**config.mk**
```make
export PLATFORM = sky130hd
export DESIGN_NAME = dual_dac_serial_control
export DESIGN_NICKNAME = d
export VERILOG_FILES = /design/src/rtl/dual_dac_pkg.sv /design/src/rtl/dac_channel.sv /design/src/rtl/dual_dac_serial_control.sv
export VERILOG_INCLUDE_DIRS = /design/src /design/src/rtl
export SDC_FILE = /design/constraint.sdc
export NUM_CORES = 1
export LEC_CHECK = 0
export BUFFER_PORTS_ARGS = -buffer_cell sky130_fd_sc_hd__buf_2
export CAP_MARGIN = 20
export CORE_UTILIZATION = 48
export DETAILED_ROUTE_END_ITERATION = 12
export GPL_TIMING_DRIVEN = 0
export HOLD_SLACK_MARGIN = 0.02
export PLACE_DENSITY = 0.66
export RECOVER_POWER = 25
export SYNTH_ARGS = -nofsm -noshare
export SYNTH_HDL_FRONTEND = slang
export SYNTH_SLANG_ARGS = --single-unit
```
**constraint.sdc**
```tcl
create_clock -name clock -period 6 [get_ports clock]
set_input_delay 0.9 -clock clock [delete_from_list [all_inputs] [get_ports clock]]
set_output_delay 0.9 -clock clock [all_outputs]
set_load 0.02 [all_outputs]
```
**src/rtl/dual_dac_defs.svh**
```systemverilog
/*
 Constants of the dual DAC serial control logic: frame layout,
 command and address codes, codes and reset values.
 Assumes inclusion by bare name from the rtl files.
*/
`ifndef DUAL_DAC_DEFS_SVH
`define DUAL_DAC_DEFS_SVH

// Frame layout
`define FRAME_BITS      32
`define LAST_BIT_IDX    6'h1f
`define CMD_MSB         27
`define CMD_LSB         24
`define ADDR_MSB        23
`define ADDR_LSB        20
`define DATA_MSB        19
`define DATA_LSB        4
`define PD_MODE_MSB     5
`define PD_MODE_LSB     4
`define SEL_MSB         1
`define SEL_LSB         0
`define CHAIN_BIT       0

// Commands
`define CMD_WRITE_IN    4'h0
`define CMD_UPDATE      4'h1
`define CMD_WRITE_ALL   4'h2
`define CMD_WRITE_UPD   4'h3
`define CMD_POWER       4'h4
`define CMD_CLEAR_CODE  4'h5
`define CMD_STROBE_MASK 4'h6
`define CMD_RESET       4'h7
`define CMD_CHAIN       4'h8

// Channel addresses
`define ADDR_A          4'h0
`define ADDR_B          4'h1
`define ADDR_ALL        4'hf

// Codes and selections
`define CODE_ZERO       16'h0000
`define CODE_MID        16'h8000
`define CODE_FULL       16'hffff
`define CLEAR_SEL_ZERO  2'h0
`define CLEAR_SEL_MID   2'h1
`define CLEAR_SEL_FULL  2'h2
`define PD_NORMAL       2'h0

// Reset values
`define CLEAR_CODE_RESET  2'h0
`define STROBE_MASK_RESET 2'h0
`define CHAIN_RESET       1'h1

`endif

```
**src/rtl/dual_dac_pkg.sv**
```systemverilog
/*
 Types of the dual DAC serial control logic.
 Assumes nothing beyond a SystemVerilog compiler.
*/
`default_nettype none

package dual_dac_pkg;

   typedef enum logic [1:0] {
      FRAME_IDLE  = 2'h0,
      FRAME_SHIFT = 2'h1,
      FRAME_DONE  = 2'h3
   } frameState_t;

   typedef struct packed {
      logic        writeIn;
      logic        update;
      logic        preset;
      logic [15:0] value;
   } chanCmd_t;

   typedef struct packed {
      logic [15:0] inputCode;
      logic [15:0] dacCode;
      logic        pending;
   } chanState_t;

   typedef struct packed {
      frameState_t state;
      logic [31:0] shift;
      logic [5:0]  bitCount;
      logic        sclkPrev;
      logic        syncPrev;
      logic        clearPrev;
      logic        lockPrev;
      logic        serialOut;
      logic [1:0]  clearCode;
      logic [1:0]  strobeMask;
      logic        chainEnable;
      logic [1:0]  powerDown;
      logic [1:0]  pdMode;
   } ctlState_t;

endpackage

`default_nettype wire

```
**src/rtl/dac_channel.sv**
```systemverilog
/*
 One DAC channel: input register, DAC register and new-data flag.
 Assumes commands from the control logic, at most one force per cycle.
*/
`default_nettype none

module dac_channel (
   // Clock and reset
   input  wire logic                  clock,
   input  wire logic                  rst_n,
   input  wire logic [15:0]           resetCode,
   // Command from the control logic: frame decoder, clear or load strobe
   input  wire dual_dac_pkg::chanCmd_t cmd,
   // Channel state
   output logic [15:0]                dacCode,
   output logic                       pending
);

   dual_dac_pkg::chanState_t s;
   dual_dac_pkg::chanState_t next_s;

   always_comb begin
      next_s = s;
      if (cmd.preset) begin
         next_s.inputCode = cmd.value;
         next_s.dacCode   = cmd.value;
         next_s.pending   = 1'b0;
      end else begin
         if (cmd.writeIn) begin
            next_s.inputCode = cmd.value;
            next_s.pending   = 1'b1;
         end
         // Write and update together bypass the old input code
         if (cmd.update) begin
            next_s.dacCode = cmd.writeIn ? cmd.value : s.inputCode;
            next_s.pending = 1'b0;
         end
      end
   end

   always_ff @(posedge clock) begin
      if (!rst_n) begin
         s.inputCode <= resetCode;
         s.dacCode   <= resetCode;
         s.pending   <= 1'b0;
      end else begin
         s <= next_s;
      end
   end

   assign dacCode = s.dacCode;
   assign pending = s.pending;

endmodule

`default_nettype wire

```
**src/rtl/dual_dac_serial_control.sv**
```systemverilog
/*
 Serial control logic of a dual voltage-output DAC: frame receiver,
 command decoder, clear, load strobe, power-down and lockout.
 Assumes all pins are synchronous to clock and the serial clock is
 well below half the system clock rate.
*/
`default_nettype none
`include "dual_dac_defs.svh"

// How it works
// - Load strobe low copies every unmasked channel with new data to its DAC register.
// - Strobe is level sensitive, so holding it low keeps working.
// - Falling frame sync arms the shift register for a new frame.
// - One data bit is taken on each of the next 32 serial clock falls.
// - Frame sync rising before the 32nd fall discards the frame.
// - Reset sets both channels to zero or midscale per the level strap.
// - Serial output shows the shift register, for chaining or readback.
// - Serial output changes on rising serial clock; far end samples on fall.
// - Clear acts on its falling edge regardless of the serial clock.
// - Load strobe is ignored while clear is low.
// - Clear loads input and DAC registers with the selected clear code.
// - Clear code selects zero scale after reset.
// - Lockout high allows software power-down commands.
// - Lockout low refuses any software power-down.
// - Lockout falling powers channels up with their held DAC code.
// - The shift register is 32 bits, loaded on serial clock falls.
// - Frame: four ignored, command, address, data, trailing bits that select for clear code, mask, power and chain.
// - Command executes on the 32nd fall whatever frame sync does after.
// - Command codes decode write, update, power, clear, mask, reset, chain.
// - Address 0000 is A, 0001 is B, 1111 both; others select nothing.
module dual_dac_serial_control (
   // Clock and reset
   input  wire logic         clock,
   input  wire logic         rst_n,
   // Serial link
   input  wire logic         frameSync_n,
   input  wire logic         serialClock,
   input  wire logic         serialIn,
   output logic              serial_out,
   // Control pins
   input  wire logic         load_strobe_n,
   input  wire logic         async_clear_n,
   input  wire logic         powerdown_lockout_n,
   input  wire logic         powerUpMid,
   // Toward the analog core
   output logic [15:0]       dacCodeA,
   output logic [15:0]       dacCodeB,
   output logic [1:0]        channelPowerDown,
   output logic [1:0]        powerDownMode
);

   ////////////////////////////////////////////////////////////////////////
   // Edges and frame decode

   dual_dac_pkg::ctlState_t s;
   dual_dac_pkg::ctlState_t next_s;
   dual_dac_pkg::chanCmd_t  chanCmd [2];

   logic        sclkFall;
   logic        sclkRise;
   logic        syncFall;
   logic        syncRise;
   logic        clearFall;
   logic        lockFall;
   logic        shiftEdge;
   logic        exec;
   logic [31:0] frame;
   logic [3:0]  cmd;
   logic [3:0]  addr;
   logic [15:0] data;
   logic [1:0]  addrSel;
   logic [1:0]  pdSel;
   logic [1:0]  pdModeReq;
   logic [15:0] clearValue;
   logic [15:0] resetCode;
   logic [15:0] dacCode [2];
   logic [1:0]  pending;
   logic        strobeActive;

   assign sclkFall = s.sclkPrev & ~serialClock;
   assign sclkRise = ~s.sclkPrev & serialClock;
   assign syncFall = s.syncPrev & ~frameSync_n;
   assign syncRise = ~s.syncPrev & frameSync_n;
   assign clearFall = s.clearPrev & ~async_clear_n;
   assign lockFall  = s.lockPrev & ~powerdown_lockout_n;

   assign shiftEdge = (s.state == dual_dac_pkg::FRAME_SHIFT) & sclkFall
                      & ~frameSync_n & ~syncFall;
   assign exec      = shiftEdge & (s.bitCount == `LAST_BIT_IDX);

   assign frame = {s.shift[30:0], serialIn};
   assign cmd   = frame[`CMD_MSB:`CMD_LSB];
   assign addr  = frame[`ADDR_MSB:`ADDR_LSB];
   assign data  = frame[`DATA_MSB:`DATA_LSB];
   assign pdSel     = frame[`SEL_MSB:`SEL_LSB];
   assign pdModeReq = frame[`PD_MODE_MSB:`PD_MODE_LSB];

   // Reserved addresses select no channel
   always_comb begin
      case (addr)
         `ADDR_A:   addrSel = 2'h1;
         `ADDR_B:   addrSel = 2'h2;
         `ADDR_ALL: addrSel = 2'h3;
         default:   addrSel = 2'h0;
      endcase
   end

   always_comb begin
      case (s.clearCode)
         `CLEAR_SEL_MID:  clearValue = `CODE_MID;
         `CLEAR_SEL_FULL: clearValue = `CODE_FULL;
         default:       clearValue = `CODE_ZERO;
      endcase
   end

   assign resetCode = powerUpMid ? `CODE_MID : `CODE_ZERO;

   // Level sensitive, so a strobe tied low updates on every new write to an unmasked channel
   assign strobeActive = ~load_strobe_n & async_clear_n;

   ////////////////////////////////////////////////////////////////////////
   // Channel commands

   always_comb begin
      for (int i = 0; i < 2; i++) begin
         chanCmd[i] = '0;
         chanCmd[i].value = data;
         if (clearFall) begin
            chanCmd[i].preset = 1'b1;
            chanCmd[i].value = clearValue;
         end else if (exec) begin
            case (cmd)
               `CMD_WRITE_IN: begin
                  chanCmd[i].writeIn = addrSel[i];
               end
               `CMD_UPDATE: begin
                  chanCmd[i].update = addrSel[i];
               end
               `CMD_WRITE_ALL: begin
                  chanCmd[i].writeIn = addrSel[i];
                  chanCmd[i].update  = 1'b1;
               end
               `CMD_WRITE_UPD: begin
                  chanCmd[i].writeIn = addrSel[i];
                  chanCmd[i].update  = addrSel[i];
               end
               `CMD_RESET: begin
                  chanCmd[i].preset = 1'b1;
                  chanCmd[i].value = resetCode;
               end
               default: begin
                  chanCmd[i].update = 1'b0;
               end
            endcase
         end else if (strobeActive && pending[i] && !s.strobeMask[i]) begin
            chanCmd[i].update = 1'b1;
         end
      end
   end

   for (genvar g = 0; g < 2; g++) begin : gen_chan
      dac_channel chan (
         .clock     (clock),
         .rst_n     (rst_n),
         .resetCode (resetCode),
         .cmd       (chanCmd[g]),
         .dacCode   (dacCode[g]),
         .pending   (pending[g])
      );
   end

   ////////////////////////////////////////////////////////////////////////
   // Frame receiver and configuration

   always_comb begin
      next_s          = s;
      next_s.sclkPrev = serialClock;
      next_s.syncPrev = frameSync_n;
      next_s.clearPrev = async_clear_n;
      next_s.lockPrev  = powerdown_lockout_n;

      if (sclkRise) begin
         next_s.serialOut = s.chainEnable & s.shift[31];
      end

      if (syncFall) begin
         next_s.state    = dual_dac_pkg::FRAME_SHIFT;
         next_s.bitCount = 6'h0;
      end else begin
         case (s.state)
            dual_dac_pkg::FRAME_IDLE: begin
               next_s.state = dual_dac_pkg::FRAME_IDLE;
            end
            dual_dac_pkg::FRAME_SHIFT: begin
               if (syncRise) begin
                  next_s.state = dual_dac_pkg::FRAME_IDLE;
               end else if (shiftEdge) begin
                  next_s.shift    = frame;
                  next_s.bitCount = s.bitCount + 6'h1;
                  if (exec) begin
                     next_s.state = dual_dac_pkg::FRAME_DONE;
                  end
               end
            end
            dual_dac_pkg::FRAME_DONE: begin
               // Further clocks are ignored until the next frame
               if (frameSync_n) begin
                  next_s.state = dual_dac_pkg::FRAME_IDLE;
               end
            end
            default: begin
               next_s.state = dual_dac_pkg::FRAME_IDLE;
            end
         endcase
      end

      if (exec) begin
         case (cmd)
            `CMD_CLEAR_CODE: begin
               next_s.clearCode = frame[`SEL_MSB:`SEL_LSB];
            end
            `CMD_STROBE_MASK: begin
               next_s.strobeMask = frame[`SEL_MSB:`SEL_LSB];
            end
            `CMD_CHAIN: begin
               next_s.chainEnable = frame[`CHAIN_BIT];
            end
            `CMD_RESET: begin
               next_s.clearCode   = `CLEAR_CODE_RESET;
               next_s.strobeMask  = `STROBE_MASK_RESET;
               next_s.chainEnable = `CHAIN_RESET;
               next_s.powerDown   = 2'h0;
               next_s.pdMode      = `PD_NORMAL;
            end
            `CMD_POWER: begin
               for (int i = 0; i < 2; i++) begin
                  if (pdSel[i]) begin
                     if (pdModeReq == `PD_NORMAL) begin
                        next_s.powerDown[i] = 1'b0;
                     end else if (powerdown_lockout_n) begin
                        next_s.powerDown[i] = 1'b1;
                     end
                  end
               end
               if (pdModeReq == `PD_NORMAL || powerdown_lockout_n) begin
                  next_s.pdMode = pdModeReq;
               end
            end
            default: begin
               next_s.pdMode = s.pdMode;
            end
         endcase
      end

      // DAC registers are untouched, so the held code comes back
      if (lockFall) begin
         next_s.powerDown = 2'h0;
      end
   end

   always_ff @(posedge clock) begin
      if (!rst_n) begin
         s             <= '0;
         s.state       <= dual_dac_pkg::FRAME_IDLE;
         s.clearCode   <= `CLEAR_CODE_RESET;
         s.strobeMask  <= `STROBE_MASK_RESET;
         s.chainEnable <= `CHAIN_RESET;
         s.pdMode      <= `PD_NORMAL;
      end else begin
         s <= next_s;
      end
   end

   assign serial_out       = s.serialOut;
   assign dacCodeA         = dacCode[0];
   assign dacCodeB         = dacCode[1];
   assign channelPowerDown = s.powerDown;
   assign powerDownMode    = s.pdMode;
endmodule

`default_nettype wire

```
==> metrics.csv, run 1 <==
stage,metric,value,unit
floorplan,Core Area,0.0104,mm²
floorplan,die width,106,µm
worst_setup_path,"Cell Chain, Critical Path","clkbuf_1, inv_1, ha_1, nor4b_1, and4_1, clkbuf_1, nand3_1, o21ai_0, nand3_1",
synth,top-area cell type share of the netlist area,33.8,%
floorplan,I/O pin total,46,
routing,Initial DRC Count,244,
worst_setup_path,CP arrival,4.15,ns
global_route,vias in the first global route,3957,
timing,slew margin rel.,22.5,%
synth,Mapped Cells,568,
routing,Avg WL per Cell,15.3,µm
routing,ANT nets after route,0,
timing,Worst Max-Slew Pin Slew,1.15,ns
timing,final max-slew violation count,0,
clock_tree,cells resized by post-CTS repair,0,
clock_tree,H-Tree Depth,4,
finish,share of cells above drive strength 1,14.1,%
clock_tree,CTS tree,yes,
routing,drt first pass iters,5,
floorplan,die area,0.0113,mm²
floorplan,Initial Util,50.1,%
synth,Synth area leader,dfxtp_1,
global_route,Overall Global Routing Usage,22.5,%
clock_tree,"CTS clk-pin slew, worst paths",0.06,ns
finish,nets,647,
clock_tree,"Setup Fix Bufs, Post-CTS",0,
worst_hold_path,hold path start,frame[28],
clock_tree,worst-skew pair later-pin latency,0.52,ns
finish,filler cell count,905,
timing,Fin Clk Skew,0.00688,ns
timing,unrepaired setup endpoints after global routing,no,
synth,post-synthesis sequential area ratio,52.2,%
status,outcome,"complete, no violations",
synth,Yosys warning total,0,
run,maxcap violations,0,
worst_setup_path,Worst EP required,6.07,ns
synth,#FFs+latches synth,120,
clock_tree,Max Root-Sink Buffers,2,
clock_tree,Root Driver,clkbuf_8,
global_route,GR Util met3,7.05,%
worst_setup_path,Slowest cell on crit path,nor4b_1,
synth,Post-Syn Nets,582,
synth,mapped cell area,0.00521,mm²
synth,Area contributors post-synth,"dfxtp_1 34%, edfxtp_1 18%, a21oi_1 11%",
clock_tree,CTS Hold Bufs,0,
global_route,antenna violations before repair,0,
place,RD Place Congestion,0.852,
finish,diode count,0,
floorplan,die height,106,µm
synth,"top cells by count, synth","116 x a21oi_1, 91 x nand2_1, 88 x dfxtp_1",
timing,clock period minus worst slack,4.08,ns
global_route,met1 Use GR,30.2,%
power,pwr dens,319,mW/mm²
worst_setup_path,r2r endpoint,gen_chan[0].chan.dacCode[6],
global_route,met2 usage,34.4,%
synth,syn_area_per_cell,9.18,µm²
global_route,grt ovf,0,
clock_tree,cts bufs inserted,17,
worst_setup_path,CP Class,primary input to register,
finish,synth-to-layout area growth,18.2,%
routing,via/cell ratio,5.48,
power,leakage,0.00224,µW
routing,Detailed Route WL,12000,µm
routing,Via Count,4287,
power,VDD IR-drop max,180,µV
synth,Yosys cell types,57,
worst_setup_path,Reg-to-Reg Start,s[12],
timing,Max Fclk,245,MHz
timing,"Hold Vio Cnt, Final",0,
worst_hold_path,worst min-delay path class,register to register,
worst_hold_path,WHS Endpoint,frame[29],
synth,top-count cell post-synth,a21oi_1,
worst_hold_path,WHS Path Cells,2,
place,DP HPWL,8500,µm
worst_setup_path,CP Max Fanout,16,
worst_setup_path,crit end category,register,
timing,post-route setup slack,1.92,ns
floorplan,# rows,37,
synth,asr flop ratio synth,0,%
timing,setup TNS,0,ns
worst_setup_path,worst reg2reg setup slack,2.26,ns
global_route,pin count of the biggest net entering global routing,17,
global_route,global routing's busiest layer,met2,
clock_tree,Clock Sinks,120,
worst_setup_path,Worst path max stage delay,0.98,ns
routing,DR DRC count,0,
timing,endpoints failing setup,0,
place,Place WS,2.28,ns
timing,fin crit share,68.1,%
synth,"EDFF count, synth",32,
global_route,first-pass GRT wire length,19400,µm
worst_setup_path,Worst setup SP type,primary input,
worst_setup_path,reg2reg path depth,7,
synth,ys flop type,dfxtp_1,
place,# port buffers,45,
-- metal layers --
| layer | share of wire (%) | wire length, µm | up-vias |
|---|---|---|---|
| met5 | 0 | 0 | - |
| met4 | 1.4 | 164 | 0 |
| met3 | 6.1 | 732 | 13 |
| met2 | 44 | 5280 | 127 |
| met1 | 48 | 5810 | 2036 |
| li1 | - | - | 2111 |
-- power by group --
group	leakage, µW	switching [µW]	internal, µW
clock network	0.000294	374	680
logic	0.000884	45.9	21.9
registers	0.00106	3.92	841
total	0.00224	424	1540
-- sequential cells by signal (all words and copies together) (netlist names) --
name	flops
addr	4
channelPowerDown	2
cmd	4
data	16
frame	7
gen_chan.chan.dacCode	32
gen_chan.chan.pending	2
gen_chan.chan.s	32
powerDownMode	2
s	18
serial_out	1
-- critical path: cells and delay by family --
family	cells	cell delay, ns
and+or+nand+nor	4	2.15
buffers and inverters	3	0.66
adders and majority gates	1	0.23
AOI/OAI and AO/OA	1	0.21
-- stage by stage --
| stage | utilization (%) | instances | power (µW) | hold slack (ns) | cell area (µm²) |
|---|---|---|---|---|---|
| after floorplan | - | 568 | 909 | 0.432 | 5210 |
| after global placement | 53.8 | 749 | 932 | 0.438 | 5610 |
| after detailed placement | 53.8 | 749 | 933 | 0.442 | 5610 |
| after CTS | 59.7 | 781 | 1980 | 0.455 | 6220 |
| after global routing | 59.1 | 782 | 2020 | 0.470 | 6160 |
| final | 59.1 | 782 | 1970 | 0.454 | 6160 |
-- cells by family (layout without fill, tap and decap cells) --
| group | Yosys count | after routing | synth area share, % |
|---|---|---|---|
| compound gates | 167 | 167 | 18.1 |
| xor+xnor | 5 | 5 | 0.840 |
| fa+ha+maj | 5 | 5 | 1.20 |
| buf+inv | 76 | 154 | 8.38 |
| flops | 120 | 120 | 52.2 |
| mux | 5 | 5 | 0.960 |
| simple gates | 190 | 190 | 18.3 |
-- layout make-up --
cell class              count  area (µm²)  share of cell area [%]
plain buffers              69         405                    6.58
clock buffers              19         422                    6.84
clock inverters            13         193                    3.13
inverters                   7        26.3                   0.426
multi-input cells         372        2040                    33.1
flip-flops and latches    120        2720                    44.2
well taps                 136         170                    2.76
repair buffers             46         183                    2.97
-- worst max path at each step --
stage / startpoint / end / slack, ns
2_1_floorplan: frameSync_n / gen_chan[0].chan.dacCode[0] / 2.92
3_3_place_gp: frameSync_n / gen_chan[0].chan.dacCode[8] / 2.35
3_5_place_dp: frameSync_n / gen_chan[1].chan.dacCode[7] / 2.28
4_1_cts: frameSync_n / gen_chan[1].chan.dacCode[7] / 2.81
5_1_grt: frameSync_n / gen_chan[0].chan.dacCode[12] / 1.50
6_report: frameSync_n / gen_chan[0].chan.dacCode[6] / 1.92
-- cells in the final DEF, fill, tap and decap left out, types with 2 or more instances in the layout --
| cell | count |
|---|---|
| or3b_1 | 4 |
| nand2b_1 | 6 |
| and4_1 | 2 |
| buf_4 | 37 |
| o21ai_0 | 18 |
| nor4b_1 | 3 |
| clkbuf_16 | 16 |
| clkinv_4 | 2 |
| o2111a_1 | 2 |
| nor3b_1 | 2 |
| nand2_1 | 91 |
| o311a_1 | 2 |
| inv_6 | 4 |
| buf_1 | 5 |
| edfxtp_1 | 32 |
| and2_1 | 5 |
| nand4b_1 | 2 |
| nand3b_1 | 3 |
| nand3_1 | 25 |
| a31oi_1 | 2 |
| and3_1 | 3 |
| a32oi_1 | 2 |
| bufinv_16 | 4 |
| xor2_1 | 4 |
| clkinvlp_4 | 2 |
| nor2_1 | 22 |
| nor2b_1 | 5 |
| a21oi_2 | 2 |
| a211oi_1 | 3 |
| clkbuf_1 | 61 |
| nor4bb_1 | 2 |
| a21oi_1 | 116 |
| buf_2 | 13 |
| ha_1 | 5 |
| mux2i_1 | 5 |
| nand4_1 | 6 |
| nor3_2 | 2 |
| dfxtp_1 | 88 |
| o211ai_1 | 7 |
| inv_1 | 7 |
Power figures use the tool's default switching activity.
==> run 2, diff against run 1 <==
--- a/config.mk
+++ b/config.mk
@@ -12,7 +12,7 @@
 export DETAILED_ROUTE_END_ITERATION = 12
 export GPL_TIMING_DRIVEN = 0
 export HOLD_SLACK_MARGIN = 0.02
-export PLACE_DENSITY = 0.66
+export PLACE_DENSITY = 0.69
 export RECOVER_POWER = 25
 export SYNTH_ARGS = -nofsm -noshare
 export SYNTH_HDL_FRONTEND = slang
==> constraint.sdc (replaced) <==
create_clock -name clock -period 3.45 [get_ports clock]
set_input_delay 0.5175 -clock clock [delete_from_list [all_inputs] [get_ports clock]]
set_output_delay 0.5175 -clock clock [all_outputs]
set_load 0.02 [all_outputs]
==> run 2 against run 1 <==
Effect of this change: cell count shrank 0.13%; clock skew grew 0.0016 ns; first-iteration DRC count shrank 1.2%.
==> metrics.csv, run 2 (synthesis gave the netlist of run 1 again) <==
stage,metric,value,unit
routing,ANT nets after route,0,
worst_setup_path,crit end category,register,
timing,final max-slew violation count,0,
timing,Worst Max-Slew Pin Slew,0.951,ns
power,leakage,0.00223,µW
run,maxcap violations,0,
global_route,grt ovf,0,
floorplan,die area,0.0113,mm²
global_route,antenna violations before repair,0,
clock_tree,CTS tree,yes,
routing,Avg WL per Cell,15.2,µm
place,DP HPWL,8410,µm
power,Comb power frac,3.6,%
finish,largest registers,"gen_chan.chan.dacCode (32), gen_chan.chan.s (32), s (18)",
routing,drt first pass iters,4,
routing,via/cell ratio,5.46,
clock_tree,Root Driver,clkbuf_8,
timing,fin crit share,85.6,%
finish,Final Instance Area,0.00614,mm²
finish,"most common cell after layout, fill and taps aside",a21oi_1,
worst_setup_path,CP Class,register to register,
finish,nets,646,
worst_setup_path,CP Max Fanout,16,
finish,diode count,0,
timing,endpoints failing setup,0,
clock_tree,Clock Sinks,120,
clock_tree,CTS Hold Bufs,0,
power,pwr dens,540,mW/mm²
timing,clock period minus worst slack,2.95,ns
finish,"commonest non-fill, non-tap cells in the layout","116 x a21oi_1, 91 x nand2_1, 88 x dfxtp_1, 57 x clkbuf_1, 38 x buf_4",
power,Clk network pwr share,52.1,%
floorplan,Core Area,0.0104,mm²
floorplan,Initial Util,50.1,%
floorplan,die height,106,µm
clock_tree,cts bufs inserted,17,
routing,Via Count,4263,
clock_tree,cells resized by post-CTS repair,0,
clock_tree,Max Root-Sink Buffers,2,
worst_setup_path,CP arrival,2.98,ns
power,total power,3320,µW
power,sw power,772,µW
timing,Max Fclk,339,MHz
power,Seq pwr share,44.3,%
finish,filler cell count,924,
global_route,first-pass GRT wire length,19800,µm
worst_setup_path,Worst EP required,3.47,ns
timing,unrepaired setup endpoints after global routing,no,
finish,share of cells above drive strength 1,14.6,%
clock_tree,worst-skew pair later-pin latency,0.53,ns
place,RD Place Congestion,0.875,
power,Sw Ratio,23.3,%
place,# port buffers,45,
timing,slew margin rel.,35.7,%
global_route,vias in the first global route,4019,
clock_tree,"Setup Fix Bufs, Post-CTS",0,
power,VDD IR-drop max,421,µV
routing,DR DRC count,0,
worst_hold_path,worst min-delay path class,primary input to register,
global_route,pin count of the biggest net entering global routing,17,
worst_setup_path,Worst setup SP type,register,
place,Post-DP Area,0.00561,mm²
power,Int Power,2550,µW
clock_tree,H-Tree Depth,4,
floorplan,I/O pin total,46,
clock_tree,"CTS clk-pin slew, worst paths",0.06,ns
finish,synth-to-layout area growth,17.8,%
floorplan,# rows,37,
status,outcome,"complete, no violations",
timing,Fin Clk Skew,0.00846,ns
global_route,Overall Global Routing Usage,22.9,%
floorplan,die width,106,µm
routing,Detailed Route WL,11900,µm
routing,Initial DRC Count,241,
timing,"Hold Vio Cnt, Final",0,
-- run 2: layer usage --
layer,vias up,track usage [%],routed length (µm)
li1,2111,-,-
met3,19,5.76,629
met2,143,34.0,5280
met4,0,10.7,263
met5,-,0,0
met1,1990,31.4,5710
-- run 2: area by class of cell --
| class | count | area (µm²) | area share, % |
|---|---|---|---|
| Tap cell | 136 | 170 | 2.77 |
| Buffer | 69 | 409 | 6.66 |
| Clock inverter | 15 | 166 | 2.71 |
| Inverter | 7 | 26.3 | 0.428 |
| Sequential cell | 120 | 2720 | 44.3 |
| Clock buffer | 17 | 414 | 6.74 |
| Multi-Input combinational cell | 372 | 2050 | 33.4 |
| Timing Repair Buffer | 45 | 179 | 2.91 |
-- run 2: final timing paths --
kind,from,endpoint,slack [ns],depth (start not counted)
max,s[12],gen_chan[1].chan.dacCode[9],0.50,7
min,powerdown_lockout_n,s[10],0.25,2
max reg2reg,s[12],gen_chan[1].chan.dacCode[9],0.50,7
min reg2reg,s[5],s[5],0.45,2
-- run 2: per-stage QoR --
stage                     std cells  setup TNS [ns]  hold slack (ns)  setup slack [ns]  util (%)
after global routing            781               0            0.242             0.299      59.0
after global placement          749               0            0.438             0.119      53.8
after floorplan                 568               0            0.432             0.749         -
after CTS                       781               0            0.229             0.501      59.4
final                           781               0            0.250             0.497      59.0
after detailed placement        749         -0.0131            0.447          -0.00190      53.8
-- run 2: power by group through the flow --
stage	sequential (µW)	combinational [µW]	clock (µW)
detailed placement	1500	123	0
CTS	1470	123	1750
global placement	1500	120	0
floorplan	1500	84.1	0
global route	1470	131	1820
finish	1470	120	1730
-- run 2: critical path: stages, from the launching register on --
cell	delay, ns
dfxtp_1	0.32
ha_1	0.22
nor4b_4	0.48
and4_1	0.32
buf_4	0.20
nand3_1	0.09
nand3_1	0.16
nand3_1	0.65
